===== src/hdl/qtcu_pkg.sv =====
// shared constants and types of the quad timer counter unit
package qtcu_pkg;

  // timer 0/1 operating modes
  typedef enum logic [1:0] {
    QTCU_M13    = 2'h0,
    QTCU_M16    = 2'h1,
    QTCU_M8R    = 2'h2,
    QTCU_MSPLIT = 2'h3
  } qtcu_mode_e;

  // shared prescale field codes for timers 0/1
  typedef enum logic [1:0] {
    QTCU_PS_DIV12 = 2'h0,
    QTCU_PS_DIV4  = 2'h1,
    QTCU_PS_DIV48 = 2'h2,
    QTCU_PS_EXT8  = 2'h3
  } qtcu_psc_e;

  // timer 2/3 clock sources; code 3 stops the timer
  typedef enum logic [1:0] {
    QTCU_RS_SYS   = 2'h0,
    QTCU_RS_DIV12 = 2'h1,
    QTCU_RS_EXT8  = 2'h2,
    QTCU_RS_OFF   = 2'h3
  } qtcu_rsrc_e;

  // two-wire bus clock source choice
  typedef enum logic [1:0] {
    QTCU_TW_T0   = 2'h0,
    QTCU_TW_T1   = 2'h1,
    QTCU_TW_T2HI = 2'h2,
    QTCU_TW_T2LO = 2'h3
  } qtcu_twsel_e;

  // divider terminal counts (divisor minus one)
  localparam logic [5:0] QTCU_DIV12_LAST = 6'h0b;
  localparam logic [5:0] QTCU_DIV4_LAST = 6'h03;
  localparam logic [5:0] QTCU_DIV48_LAST = 6'h2f;
  localparam logic [5:0] QTCU_PSC_RST = 6'h00;
  localparam logic [3:0] QTCU_SYS12_LAST = 4'hb;
  localparam logic [3:0] QTCU_SYS12_RST = 4'h0;
  localparam logic [2:0] QTCU_EXT8_LAST = 3'h7;
  localparam logic [2:0] QTCU_EXT8_RST = 3'h0;

  // counter limits and reset values
  localparam logic [7:0] QTCU_BYTE_MAX = 8'hff;
  localparam logic [7:0] QTCU_BYTE_ONE = 8'h01;
  localparam logic [7:0] QTCU_BYTE_RST = 8'h00;
  localparam logic [4:0] QTCU_M13_LOW_MAX = 5'h1f;
  localparam logic [15:0] QTCU_WORD_MAX = 16'hffff;
  localparam logic [15:0] QTCU_WORD_ONE = 16'h0001;
  localparam logic [15:0] QTCU_WORD_RST = 16'h0000;

endpackage


===== src/hdl/qtcu_sync.sv =====
// three-stage input synchroniser with agreement-based edge detection
`timescale 1ns/1ns
`default_nettype none
module qtcu_sync
  import qtcu_pkg::*;
(
  // clock, reset, enable
  input wire logic clk,
  input wire logic rstn,
  input wire logic ce,
  // input from outside the clock domain
  input wire logic pin,
  // accepted level and one-cycle edge pulses
  output logic level,
  output logic rise,
  output logic fall
);
  typedef struct packed {
    logic s1;
    logic s2;
    logic s3;
    logic lvl;
    logic rise;
    logic fall;
  } qtcu_sync_s;

  qtcu_sync_s st_reg;
  qtcu_sync_s st_next;

  // a change is accepted only when stages two and three agree
  always_comb
  begin
    st_next = st_reg;
    st_next.s1 = pin;
    st_next.s2 = st_reg.s1;
    st_next.s3 = st_reg.s2;
    st_next.rise = 1'b0;
    st_next.fall = 1'b0;
    if (st_reg.s2 == st_reg.s3 && st_reg.s3 != st_reg.lvl)
    begin
      st_next.lvl = st_reg.s3;
      st_next.rise = st_reg.s3;
      st_next.fall = !st_reg.s3;
    end
  end

  // state register, frozen while ce is low
  always_ff @(posedge clk or negedge rstn)
  begin
    if (!rstn)
      st_reg <= '0;
    else if (ce)
      st_reg <= st_next;
  end

  assign level = st_reg.lvl;
  assign rise = st_reg.rise;
  assign fall = st_reg.fall;

endmodule
`default_nettype wire


===== src/hdl/qtcu_reload_timer.sv =====
// 16-bit or split 8-bit auto-reload timer with capture
`timescale 1ns/1ns
`default_nettype none
module qtcu_reload_timer
  import qtcu_pkg::*;
(
  // clock, reset, enable
  input wire logic clk,
  input wire logic rstn,
  input wire logic ce,
  // configuration
  input wire logic run,
  input wire logic split,
  input wire qtcu_rsrc_e clk_src,
  input wire logic div12_tick,
  input wire logic ext8_tick,
  input wire logic cap_en,
  input wire logic cap_trig,
  input wire logic [15:0] reload_val,
  // direct count write
  input wire logic load,
  input wire logic [15:0] load_val,
  // state and events
  output logic [15:0] count,
  output logic [15:0] cap_val,
  output logic cap_evt,
  output logic ovf_hi,
  output logic ovf_lo
);
  typedef struct packed {
    logic [7:0] lo;
    logic [7:0] hi;
    logic [15:0] cap;
    logic capev;
    logic ohi;
    logic olo;
  } qtcu_rt_s;

  qtcu_rt_s st_reg;
  qtcu_rt_s st_next;
  logic tick;

  // clock source selection
  always_comb
  begin
    unique case (clk_src)
      QTCU_RS_SYS: tick = run;
      QTCU_RS_DIV12: tick = run && div12_tick;
      QTCU_RS_EXT8: tick = run && ext8_tick;
      QTCU_RS_OFF: tick = 1'b0;
    endcase
  end

  // counting, reload on the overflow edge, capture
  always_comb
  begin
    st_next = st_reg;
    st_next.ohi = 1'b0;
    st_next.olo = 1'b0;
    st_next.capev = 1'b0;
    if (load)
      {st_next.hi, st_next.lo} = load_val;
    else if (tick && split)
    begin
      // two independent bytes, each with its own reload byte
      st_next.olo = (st_reg.lo == QTCU_BYTE_MAX);
      st_next.lo = st_next.olo ? reload_val[7:0] :
        8'(st_reg.lo + QTCU_BYTE_ONE);
      st_next.ohi = (st_reg.hi == QTCU_BYTE_MAX);
      st_next.hi = st_next.ohi ? reload_val[15:8] :
        8'(st_reg.hi + QTCU_BYTE_ONE);
    end
    else if (tick)
    begin
      st_next.olo = (st_reg.lo == QTCU_BYTE_MAX);
      st_next.ohi = ({st_reg.hi, st_reg.lo} == QTCU_WORD_MAX);
      {st_next.hi, st_next.lo} = st_next.ohi ? reload_val :
        16'({st_reg.hi, st_reg.lo} + QTCU_WORD_ONE);
    end
    if (cap_en && cap_trig)
    begin
      st_next.cap = {st_reg.hi, st_reg.lo};
      st_next.capev = 1'b1;
    end
  end

  always_ff @(posedge clk or negedge rstn)
  begin
    if (!rstn)
      st_reg <= '0;
    else if (ce)
      st_reg <= st_next;
  end

  assign count = {st_reg.hi, st_reg.lo};
  assign cap_val = st_reg.cap;
  assign cap_evt = st_reg.capev;
  assign ovf_hi = st_reg.ohi;
  assign ovf_lo = st_reg.olo;
endmodule
`default_nettype wire


===== src/hdl/qtcu_top.sv =====
// quad timer counter unit: timers 0/1, prescaler, routing, timers 2/3
//
// Overview of operation
// - four independent 16-bit timers: two classic, two auto-reload.
// - timers 0 and 1 offer 13-bit, 16-bit and 8-bit auto-reload modes.
// - split two-byte mode exists on timer 0 only; timer 1 holds there.
// - timers 2 and 3 run 16-bit or as two 8-bit auto-reload bytes.
// - timer 2 captures its count on an external crossbar input.
// - timer 3 captures only on the low-frequency oscillator output.
// - timers 0/1 pick from five sources via select bits and prescale.
// - prescale makes one divided clock; each timer picks it or system_clock.
// - timers 2/3 clock from system_clock, system_clock/12 or external clock/8.
// - counter mode counts each falling edge on the event input.
// - event counting works up to a quarter of the system clock.
// - every timer gives overflow events for interrupts and peripherals.
// - high overflow is full 16-bit or upper byte in split mode.
// - t1 feeds baud; t0/t1/t2 bytes clock bus; t0 clocks array.
// - timer 3 high overflow is the bus clock-low timeout tick.
// - external clock is resynchronised before clocking any timer.
`timescale 1ns/1ns
`default_nettype none
module qtcu_top
  import qtcu_pkg::*;
(
  // clock, reset, enable
  input wire logic clk,
  input wire logic rstn,
  input wire logic ce,
  // pins and foreign-domain inputs
  input wire logic event_input_zero,
  input wire logic event_input_one,
  input wire logic ext_clk_pin,
  input wire logic t2_capture_pin,
  input wire logic lfo_clk,
  // timer 0/1 configuration
  input wire qtcu_psc_e prescale_field,
  input wire logic [1:0] timer_clock_select_bits,
  input wire qtcu_mode_e t0_mode,
  input wire qtcu_mode_e t1_mode,
  input wire logic t0_run,
  input wire logic t1_run,
  input wire logic t0_count_events,
  input wire logic t1_count_events,
  // timer 0/1 count writes
  input wire logic t0_load,
  input wire logic [15:0] t0_load_val,
  input wire logic t1_load,
  input wire logic [15:0] t1_load_val,
  // timer 2 configuration
  input wire logic t2_run,
  input wire logic t2_split,
  input wire qtcu_rsrc_e t2_src,
  input wire logic t2_cap_en,
  input wire logic [15:0] t2_reload,
  input wire logic t2_load,
  input wire logic [15:0] t2_load_val,
  // timer 3 configuration
  input wire logic t3_run,
  input wire logic t3_split,
  input wire qtcu_rsrc_e t3_src,
  input wire logic t3_cap_en,
  input wire logic [15:0] t3_reload,
  input wire logic t3_load,
  input wire logic [15:0] t3_load_val,
  // peripheral routing choice
  input wire qtcu_twsel_e twb_clock_sel,
  // counts and captures
  output logic [15:0] t0_count,
  output logic [15:0] t1_count,
  output logic [15:0] t2_count,
  output logic [15:0] t3_count,
  output logic [15:0] t2_capture,
  output logic [15:0] t3_capture,
  // overflow and capture events, one-cycle pulses
  output logic t0_ovf,
  output logic t0_high_ovf,
  output logic t1_ovf,
  output logic t2_ovf_hi,
  output logic t2_ovf_lo,
  output logic t3_ovf_hi,
  output logic t3_ovf_lo,
  output logic t2_cap_evt,
  output logic t3_cap_evt,
  // feeds to other peripherals
  output logic uart_baud_tick,
  output logic twb_clock_tick,
  output logic twb_low_timeout_tick,
  output logic counter_array_tick
);
  typedef struct packed {
    logic [5:0] psc;
    logic [3:0] d12;
    logic [2:0] e8;
    logic psc_tick;
    logic d12_tick;
    logic e8_tick;
    logic [7:0] tl0;
    logic [7:0] th0;
    logic [7:0] tl1;
    logic [7:0] th1;
    logic ovf0;
    logic ovf0h;
    logic ovf1;
  } qtcu_top_s;

  qtcu_top_s st_reg;
  qtcu_top_s st_next;
  logic ev0_fall;
  logic ev1_fall;
  logic ext_rise;
  logic cap2_rise;
  logic lfo_rise;
  logic presc_tick;
  logic t0_clk;
  logic t1_clk;
  logic t0_tick;
  logic t0h_tick;
  logic t1_tick;
  logic [16:0] t0_step;
  logic [16:0] t1_step;

  // terminal count of the shared prescaler
  function automatic logic [5:0] qtcu_psc_last(input qtcu_psc_e f);
    unique case (f)
      QTCU_PS_DIV12: qtcu_psc_last = QTCU_DIV12_LAST;
      QTCU_PS_DIV4: qtcu_psc_last = QTCU_DIV4_LAST;
      QTCU_PS_DIV48: qtcu_psc_last = QTCU_DIV48_LAST;
      QTCU_PS_EXT8: qtcu_psc_last = QTCU_DIV12_LAST;
    endcase
  endfunction

  // one count step of a classic timer: {overflow, high, low}
  function automatic logic [16:0] qtcu_step(
    input qtcu_mode_e m,
    input logic [7:0] tl,
    input logic [7:0] th
  );
    logic [12:0] c13;
    c13 = 13'({th, tl[4:0]} + 13'h0001);
    unique case (m)
      QTCU_M13: // low five bits carry into the high byte
        qtcu_step = {th == QTCU_BYTE_MAX && tl[4:0] == QTCU_M13_LOW_MAX,
          c13[12:5], tl[7:5], c13[4:0]};
      QTCU_M16:
        qtcu_step = {{th, tl} == QTCU_WORD_MAX,
          16'({th, tl} + QTCU_WORD_ONE)};
      QTCU_M8R: // high byte holds the reload value
        qtcu_step = {tl == QTCU_BYTE_MAX, th,
          (tl == QTCU_BYTE_MAX) ? th : 8'(tl + QTCU_BYTE_ONE)};
      QTCU_MSPLIT: // only the low byte; the high byte is done apart
        qtcu_step = {tl == QTCU_BYTE_MAX, th,
          8'(tl + QTCU_BYTE_ONE)};
    endcase
  endfunction

  // pins and foreign clocks each pass a three-stage synchroniser
  qtcu_sync u_sync_ev0 (
    .clk(clk), .rstn(rstn), .ce(ce), .pin(event_input_zero),
    .level(), .rise(), .fall(ev0_fall)
  );
  qtcu_sync u_sync_ev1 (
    .clk(clk), .rstn(rstn), .ce(ce), .pin(event_input_one),
    .level(), .rise(), .fall(ev1_fall)
  );
  qtcu_sync u_sync_ext (
    .clk(clk), .rstn(rstn), .ce(ce), .pin(ext_clk_pin),
    .level(), .rise(ext_rise), .fall()
  );
  qtcu_sync u_sync_cap2 (
    .clk(clk), .rstn(rstn), .ce(ce), .pin(t2_capture_pin),
    .level(), .rise(cap2_rise), .fall()
  );
  qtcu_sync u_sync_lfo (
    .clk(clk), .rstn(rstn), .ce(ce), .pin(lfo_clk),
    .level(), .rise(lfo_rise), .fall()
  );

  // clock source of each classic timer
  always_comb
  begin
    presc_tick = (prescale_field == QTCU_PS_EXT8) ? st_reg.e8_tick :
      st_reg.psc_tick;
    t0_clk = timer_clock_select_bits[0] ? 1'b1 : presc_tick;
    t1_clk = timer_clock_select_bits[1] ? 1'b1 : presc_tick;
    t0_tick = t0_run && (t0_count_events ? ev0_fall : t0_clk);
    t1_tick = t1_run && (t1_count_events ? ev1_fall : t1_clk);
    // in split mode the high byte borrows timer 1's run control
    t0h_tick = t1_run && t0_clk && t0_mode == QTCU_MSPLIT;
    t0_step = qtcu_step(t0_mode, st_reg.tl0, st_reg.th0);
    t1_step = qtcu_step(t1_mode, st_reg.tl1, st_reg.th1);
  end

  // dividers, then the two classic timers
  always_comb
  begin
    st_next = st_reg;
    st_next.psc_tick = 1'b0;
    st_next.d12_tick = 1'b0;
    st_next.e8_tick = 1'b0;
    st_next.ovf0 = 1'b0;
    st_next.ovf0h = 1'b0;
    st_next.ovf1 = 1'b0;
    // free-running system_clock/12 for timers 2 and 3
    if (st_reg.d12 == QTCU_SYS12_LAST)
    begin
      st_next.d12 = QTCU_SYS12_RST;
      st_next.d12_tick = 1'b1;
    end
    else
      st_next.d12 = 4'(st_reg.d12 + 4'h1);
    // >= so that a smaller divisor chosen mid-count wraps at once
    if (st_reg.psc >= qtcu_psc_last(prescale_field))
    begin
      st_next.psc = QTCU_PSC_RST;
      st_next.psc_tick = 1'b1;
    end
    else
      st_next.psc = 6'(st_reg.psc + 6'h01);
    // external clock counted only after resynchronisation
    if (ext_rise)
    begin
      st_next.e8 = 3'(st_reg.e8 + 3'h1);
      st_next.e8_tick = (st_reg.e8 == QTCU_EXT8_LAST);
    end
    // timer 0: a write wins over a count in the same cycle
    if (t0_load)
      {st_next.th0, st_next.tl0} = t0_load_val;
    else
    begin
      if (t0_tick)
        {st_next.ovf0, st_next.th0, st_next.tl0} = t0_step;
      if (t0h_tick)
      begin
        st_next.th0 = 8'(st_reg.th0 + QTCU_BYTE_ONE);
        st_next.ovf0h = (st_reg.th0 == QTCU_BYTE_MAX);
      end
    end
    // timer 1 simply holds when put in the split mode
    if (t1_load)
      {st_next.th1, st_next.tl1} = t1_load_val;
    else if (t1_tick && t1_mode != QTCU_MSPLIT)
      {st_next.ovf1, st_next.th1, st_next.tl1} = t1_step;
  end

  always_ff @(posedge clk or negedge rstn)
  begin
    if (!rstn)
      st_reg <= '0;
    else if (ce)
      st_reg <= st_next;
  end

  // timer 2 captures on its pin input
  qtcu_reload_timer u_timer2 (
    .clk(clk), .rstn(rstn), .ce(ce), .run(t2_run), .split(t2_split),
    .clk_src(t2_src), .div12_tick(st_reg.d12_tick),
    .ext8_tick(st_reg.e8_tick), .cap_en(t2_cap_en),
    .cap_trig(cap2_rise), .reload_val(t2_reload), .load(t2_load),
    .load_val(t2_load_val), .count(t2_count), .cap_val(t2_capture),
    .cap_evt(t2_cap_evt), .ovf_hi(t2_ovf_hi), .ovf_lo(t2_ovf_lo)
  );
  // timer 3 has no pin capture path at all, only the oscillator
  qtcu_reload_timer u_timer3 (
    .clk(clk), .rstn(rstn), .ce(ce), .run(t3_run), .split(t3_split),
    .clk_src(t3_src), .div12_tick(st_reg.d12_tick),
    .ext8_tick(st_reg.e8_tick), .cap_en(t3_cap_en),
    .cap_trig(lfo_rise), .reload_val(t3_reload), .load(t3_load),
    .load_val(t3_load_val), .count(t3_count), .cap_val(t3_capture),
    .cap_evt(t3_cap_evt), .ovf_hi(t3_ovf_hi), .ovf_lo(t3_ovf_lo)
  );

  // classic timer outputs straight from the state register
  assign t0_count = {st_reg.th0, st_reg.tl0};
  assign t1_count = {st_reg.th1, st_reg.tl1};
  assign t0_ovf = st_reg.ovf0;
  assign t0_high_ovf = st_reg.ovf0h;
  assign t1_ovf = st_reg.ovf1;

  // overflow routing to the other peripherals
  assign uart_baud_tick = st_reg.ovf1;
  assign counter_array_tick = st_reg.ovf0;
  assign twb_low_timeout_tick = t3_ovf_hi;
  always_comb
  begin
    unique case (twb_clock_sel)
      QTCU_TW_T0: twb_clock_tick = st_reg.ovf0;
      QTCU_TW_T1: twb_clock_tick = st_reg.ovf1;
      QTCU_TW_T2HI: twb_clock_tick = t2_ovf_hi;
      QTCU_TW_T2LO: twb_clock_tick = t2_ovf_lo;
    endcase
  end
endmodule
`default_nettype wire


===== config.mk =====
export PLATFORM = sky130hd
export DESIGN_NAME = qtcu_top
export DESIGN_NICKNAME = d
export VERILOG_FILES = /design/src/hdl/qtcu_pkg.sv /design/src/hdl/qtcu_sync.sv /design/src/hdl/qtcu_reload_timer.sv /design/src/hdl/qtcu_top.sv
export SDC_FILE = /design/constraint.sdc
export NUM_CORES = 1
export LEC_CHECK = 0
export ABC_AREA = 1
export BUFFER_PORTS_ARGS = -buffer_cell sky130_fd_sc_hd__buf_2
export CAP_MARGIN = 20
export CELL_PAD_IN_SITES_DETAIL_PLACEMENT = 1
export CELL_PAD_IN_SITES_GLOBAL_PLACEMENT = 1
export CORE_UTILIZATION = 38
export CTS_CLUSTER_SIZE = 28
export DETAILED_ROUTE_END_ITERATION = 8
export HOLD_SLACK_MARGIN = 0.15
export PLACE_DENSITY = 0.79
export SLEW_MARGIN = 25
export SYNTH_ARGS = -nofsm -noshare
export SYNTH_HDL_FRONTEND = slang
export SYNTH_SLANG_ARGS = --single-unit

===== constraint.sdc =====
create_clock -name clk -period 2.1 [get_ports clk]
set_clock_uncertainty 0.15 [all_clocks]
set_input_delay 0.105 -clock clk [delete_from_list [all_inputs] [get_ports clk]]
set_output_delay 0.105 -clock clk [all_outputs]
set_load 0.05 [all_outputs]

# Yosys cells after proc, flatten, opt, wreduce, memory -nomap -nowiden
# Index checks and enable logic that the tools add are counted.
[word_totals] reg_bits=146 in_bits=132 output_inout_bits=109
[op_classes] add_sub_neg=16 order_cmp=1 n_eq_ne=51 n_mux=53 n_reduce_logical=53
[op_table] cell="two-way mux 16 bit" count=12
[op_table] cell="one-hot mux 17 bit (4 select lines)" count=2
[op_table] cell="adder 16 x 1 -> 16 bit (second input constant)" count=4
[op_table] cell="== test 16 bit (second input constant)" count=4
[op_table] cell="== test 8 bit (second input constant)" count=8
[op_table] cell="adder 8 x 1 -> 8 bit (second input constant)" count=7
[op_table] cell="two-way mux 8 bit" count=7
[op_table] cell="adder 13 x 1 -> 13 bit (second input constant)" count=2
[op_table] cell="== test 2 bit (second input constant)" count=12
[op_table] cell="AND reduction 2 bit" count=12
[op_table] cell="logical AND 1 bit" count=20
[op_table] cell="two-way mux 2 bit" count=10
[op_table] cell="one-hot mux 6 bit (3 select lines)" count=1
[op_table] cell="two-way mux 1 bit" count=16
[op_table] cell="== test 2 x 1 -> 1 bit (second input constant)" count=6
[op_table] cell="zero test 2 bit" count=6
[op_table] cell="one-hot mux 1 bit (4 select lines)" count=3
[op_table] cell="== test 5 bit (second input constant)" count=2
[op_table] cell="!= test 2 bit (second input constant)" count=5
[op_table] cell="nonzero test 3 bit" count=3
[op_table] cell="AND reduction 4 bit" count=2
[op_table] cell="adder 6 x 1 -> 6 bit (second input constant)" count=1
[op_table] cell="greater-or-equal comparator 6 bit" count=1
[op_table] cell="two-way mux 6 bit" count=1
[op_table] cell="other kinds (12)" count=27

# Depth between registers and ports, before layout
[logic_depth] ltp_word=8 mapped_depth=13

# Hierarchy
# From an unflattened synthesis, not the netlist that was laid out.
[hier_totals] hier_cells=1601 area_unflattened_um2=10565.1
[by_module_without_submodules] mod="qtcu_reload_timer" instances=2 cells_per_inst=397 area_per_inst_um2=2498.6 seq_area_each_um2=875.8
[by_module_without_submodules] mod="qtcu_top" instances=1 cells_per_inst=682 area_per_inst_um2=4366.7 seq_area_each_um2=1276.2
[by_module_without_submodules] mod="qtcu_sync" instances=5 cells_per_inst=25 area_per_inst_um2=240.2 seq_area_each_um2=150.1

# Least setup slack after synthesis
# OpenSTA, ideal clock, no wires.
[synth_path] kind="reg-to-reg" start="register u_timer2.st_reg (netlist bit u_timer2.count[8])" end="register u_timer2.st_reg (netlist bit u_timer2.count[9])" setup_time_ns=0.118 t_arrival_ns=1.926 slack_ns=-0.094 path_stages_with_launch=12 path_buffers=1 path_cell_list="dfrtp_1 -> ha_1 -> nand2_1 -> nor2_2 -> nand2_4 -> inv_6 -> nand2_4 -> buf_6 -> o211ai_1 -> nand2_1 -> nand2_1 -> nand2_1"
[synth_via] elab_chain_cells=5
[synth_lines] element="start: declaration" line="qtcu_reload_timer.sv:39" rtl="qtcu_rt_s st_reg;"
[synth_lines] element="start signal: assignment" line="qtcu_reload_timer.sv:92" rtl="st_reg <= st_next;"
[synth_lines] element="adder 16 x 1 -> 16 bit or == test 16 bit (tied branches)" line="qtcu_reload_timer.sv:78, qtcu_reload_timer.sv:76"
[synth_lines] element="two-way mux 16 bit" line="qtcu_reload_timer.sv:77" rtl="{st_next.hi, st_next.lo} = st_next.ohi ? reload_val :"
[synth_lines] element="two-way mux 16 bit" line="qtcu_reload_timer.sv:73" rtl="else if (tick)"
[synth_lines] element="two-way mux 16 bit *" line="qtcu_reload_timer.sv:63" rtl="else if (tick && split)"
[synth_lines] element="two-way mux 16 bit *" line="qtcu_reload_timer.sv:61" rtl="if (load)"
# Mark *: on every way between the ends. The rest lies on a longest branch, timed or not. The select of a mux whose other input is x is not followed.
# A chain may end at the register's enable or synchronous reset.

# Final worst setup path
[layout_path] start="input port prescale_field[1]" end="register st_reg[48] (netlist name)"
[layout_via] elab_chain_cells=5
[layout_lines] element="start: declaration" line="qtcu_top.sv:36" rtl="input wire qtcu_psc_e prescale_field,"
[layout_lines] element="== test 2 bit or zero test 2 bit (tied branches)" line="qtcu_top.sv:124" rtl="unique case (f)"
[layout_lines] element="OR reduction 2 bit (no source line)"
[layout_lines] element="one-hot mux 6 bit (3 select lines) *" line="qtcu_top.sv:124"
[layout_lines] element="greater-or-equal comparator 6 bit *" line="qtcu_top.sv:212" rtl="if (st_reg.psc >= qtcu_psc_last(prescale_field))"
[layout_lines] element="two-way mux 6 bit *" line="qtcu_top.sv:212"
[layout_lines] element="end signal: assignment" line="qtcu_top.sv:250" rtl="st_reg <= st_next;"
[layout_lines] element="end: declaration" line="qtcu_top.sv:106" rtl="qtcu_top_s st_reg;"
# Marked as above.

==> flow_metrics.tcl <==
set metrics [dict create \
    rsz0062_at_grt "yes" \
    critPathKind "primary input to register" \
    hold_slack_ns 0.161 \
    syn_to_final_growth_pct 37.4 \
    core_sq_um 26900 \
    cts_tree "built" \
    setup_viol 0 \
    wl_per_cell_um 17.2 \
    dieHeight_um 167 \
    die_w_um 167 \
    worstPathRequired_ns 2.31 \
    r2r_cells 8 \
    finalNetCount 2116 \
    dp_hpwl_um 27300 \
    synthTopCellsByArea "dfrtp_1 35%, nand2_1 19%, nand3_1 7.2%" \
    synth_area_leader_cell "dfrtp_1" \
    final-seq-area_sq_um 3660 \
    ir_worst_vdd_v 0.000746 \
    layout-drive-gt1-share_pct 21.5 \
    grt_util_all_layers_pct 28.9 \
    min_period_ns 2.03 \
    synth.cell_area_sq_um 10400 \
    clock-sinks 146 \
    vias 12000 \
    port_buffers 240 \
    outcome "finished, final reports clean" \
    multi_input_area_sq_um 5770 \
    grt_antenna_before_repair 0 \
    fin_crit_sh_pct 96.8 \
    min_to "t1_count[0]" \
    htreeDepth 4 \
    worstMarginPinSlew_ns 0.506 \
    gp_congestion 0.900 \
    endpoint_kind "register" \
    yosysWarnings 0 \
    cp-start-kind "primary input" \
    pwr_density_cell_nw_per_um2 955 \
    r2r_slack_ns 0.07 \
    ys_seq_elements 146 \
    grt_pass1_vias 12800 \
    start_util_pct 38.7 \
    fin_util_pct 53.2 \
    num_antenna_cells 0 \
    fmax_ghz 0.492 \
    min_from "timer_clock_select_bits[1]" \
    hp-class "primary input to register" \
    synth_top_area_share_pct 35.1 \
    clockBufferDepth 2 \
    grt_use_met1_pct 35.0 \
    std_cell_rows 60 \
    via_per_inst 5.19 \
    filler_cell_count 3553 \
    r2r-start "u_timer3.count[1]" \
    cts-root-buf "clkbuf_16" \
    grt_pass1_wl_um 64900 \
    arrival_ns 2.24 \
    maxSlewViolCount 0 \
    top_usage_layer "met2" \
    clkLatencyLatePin_ns 0.43 \
    max_slew_margin_pct 66.2 \
    hold_viol 0 \
    power_mw 13.7 \
    io_pins 241 \
    yosysSeqAreaShare_pct 35.1 \
    min_path_cells 5 \
    drt_pre_antenna_iters 5 \
    r2r-end "u_timer3.ovf_lo" \
    dieArea_sq_um 28000 \
    synth.net_count 1727 \
    syn_area_per_cell_sq_um 6.60 \
    clkTransAtPathRegs_ns 0.07 \
    worstPathMaxFanout 4 \
    yosysUniqueCellTypes 49 \
    drc 0 \
    grtUsageMet2_pct 50.6 \
    grt_start_max_net_pins 45 \
    grt.met3_usage_pct 4.77 \
    totalWireLength_um 40000 \
    cts_buffers 17 \
    leakage_nw 7.39 \
    overflow 0 \
    dr.first_iter.drc_count 634 \
    cap_violations 0 \
    ant_nets 0 \
    netlist_instances 1575 \
]
critical path: stages:
cell and delay (ns):
dlygate4sd3_1 0.55, buf_4 0.14, nand2_1 0.08, dlygate4sd3_1 0.57, ha_1 0.29, a21oi_2 0.21, nor2_2 0.09, buf_4 0.13
nor2_1 0.07
through the flow:
step	std cells	instance area [sq um]	setup TNS [ns]	worst slack, ns
finish	2318	14300	0	0.0676
global route	2318	14300	-0.0381	-0.0165
CTS	2306	14100	0	0.0112
detailed placement	2127	12000	0	0.0767
global placement	2127	12000	0	0.186
floorplan	1575	10400	0	0.0385
synth_stat cells, drive strengths merged:
cell type / instances
and3: 1
inv: 154
o2111ai: 1
a22o: 1
xnor2: 5
nand2: 539
and2: 1
clkinv: 4
nand3: 153
mux2: 4
nor2: 194
o22ai: 1
o31ai: 2
a21oi: 48
a211oi: 1
nor4: 1
dfrtp: 146
o211ai: 15
ha: 20
nand4: 20
a22oi: 1
clkbuf: 20
nand3b: 1
nor3: 16
buf: 61
a21boi: 4
o21ai: 127
or2: 10
a31oi: 1
xor2: 23
routing by layer:
metal | vias to the layer above | part of all wire, %
li1 | 5779 | -
met5 | - | 0
met3 | 101 | 4.1
met1 | 5828 | 43
met2 | 321 | 49
met4 | 0 | 3.3
worst max-delay path by stage:
stage | cells past startpoint | end | startpoint | slack (ns)
final | 9 | st_reg[48] | prescale_field[1] | 0.07
after global placement | 11 | u_timer3.count[7] | u_timer3.count[0] | 0.19
after detailed placement | 11 | u_timer3.count[7] | u_timer3.count[0] | 0.08
after CTS | 10 | st_reg[50] | prescale_field[1] | 0.01
after global routing | 11 | u_timer3.count[2] | u_timer3.count[1] | -0.02
after floorplan | 9 | u_timer3.count[7] | u_timer3.count[9] | 0.04
kinds of logic (layout without fill, tap and decap cells):
logic type	Yosys count	after routing	share of synthesized area (%)
buffers and inverters	239	641	10.5
XOR/XNOR	28	28	2.36
flip-flops	146	146	35.1
adder cells (fa/ha/maj)	20	20	2.41
AO/OA/AOI/OAI	202	202	10.6
AND/OR/NAND/NOR	936	936	38.5
multiplexers	4	4	0.433
layout by cell type (no fill, tap or decap), types with 5 or more instances in the layout:
master         synthesis  layout
a21oi_1               46      43
buf_12                 0       6
buf_2                 19     236
buf_4                 37      62
clkbuf_16              0      17
dfrtp_1              146     137
dfrtp_2                0       9
dlygate4sd3_1          0     145
ha_1                  20      16
inv_1                148     147
inv_2                  4       5
nand2_1              521     518
nand2_2               13      15
nand3_1              149     148
nand4_1               20      20
nor2_1               182     178
nor2_2                 3       6
nor2_4                 9      10
nor3_1                12      12
o211ai_1              13      13
o21ai_0              117     116
o21ai_1                9       9
or2_2                  8       8
xnor2_1                5       5
xor2_1                23      23
power breakdown:
group	leakage [nW]	switching [mW]	internal, mW	total (mW)
clock	0.280	1.33	1.82	3.15
combinational	5.29	4.33	1.80	6.13
sequential	1.81	0.782	3.59	4.37
total	7.39	6.44	7.21	13.7
area by class of cell:
| cell class | count | share of cell area [%] |
|---|---|---|
| clock buffer | 21 | 3.22 |
| clock inverter | 11 | 0.893 |
| inverter | 158 | 4.25 |
| multi-input combinational | 1190 | 40.4 |
| sequential | 146 | 25.6 |
| tap | 341 | 2.99 |
| timing repair buffer | 451 | 22.7 |
timing repair:
action                                  in CTS  in global routing
endpoints found under the hold margin      248                  0
hold buffers                               147                  0
buffers inserted                             0                 14
endpoints found under the setup margin       0                 34
gates resized for setup                      0                 33
(Power assumes the default switching activity.)
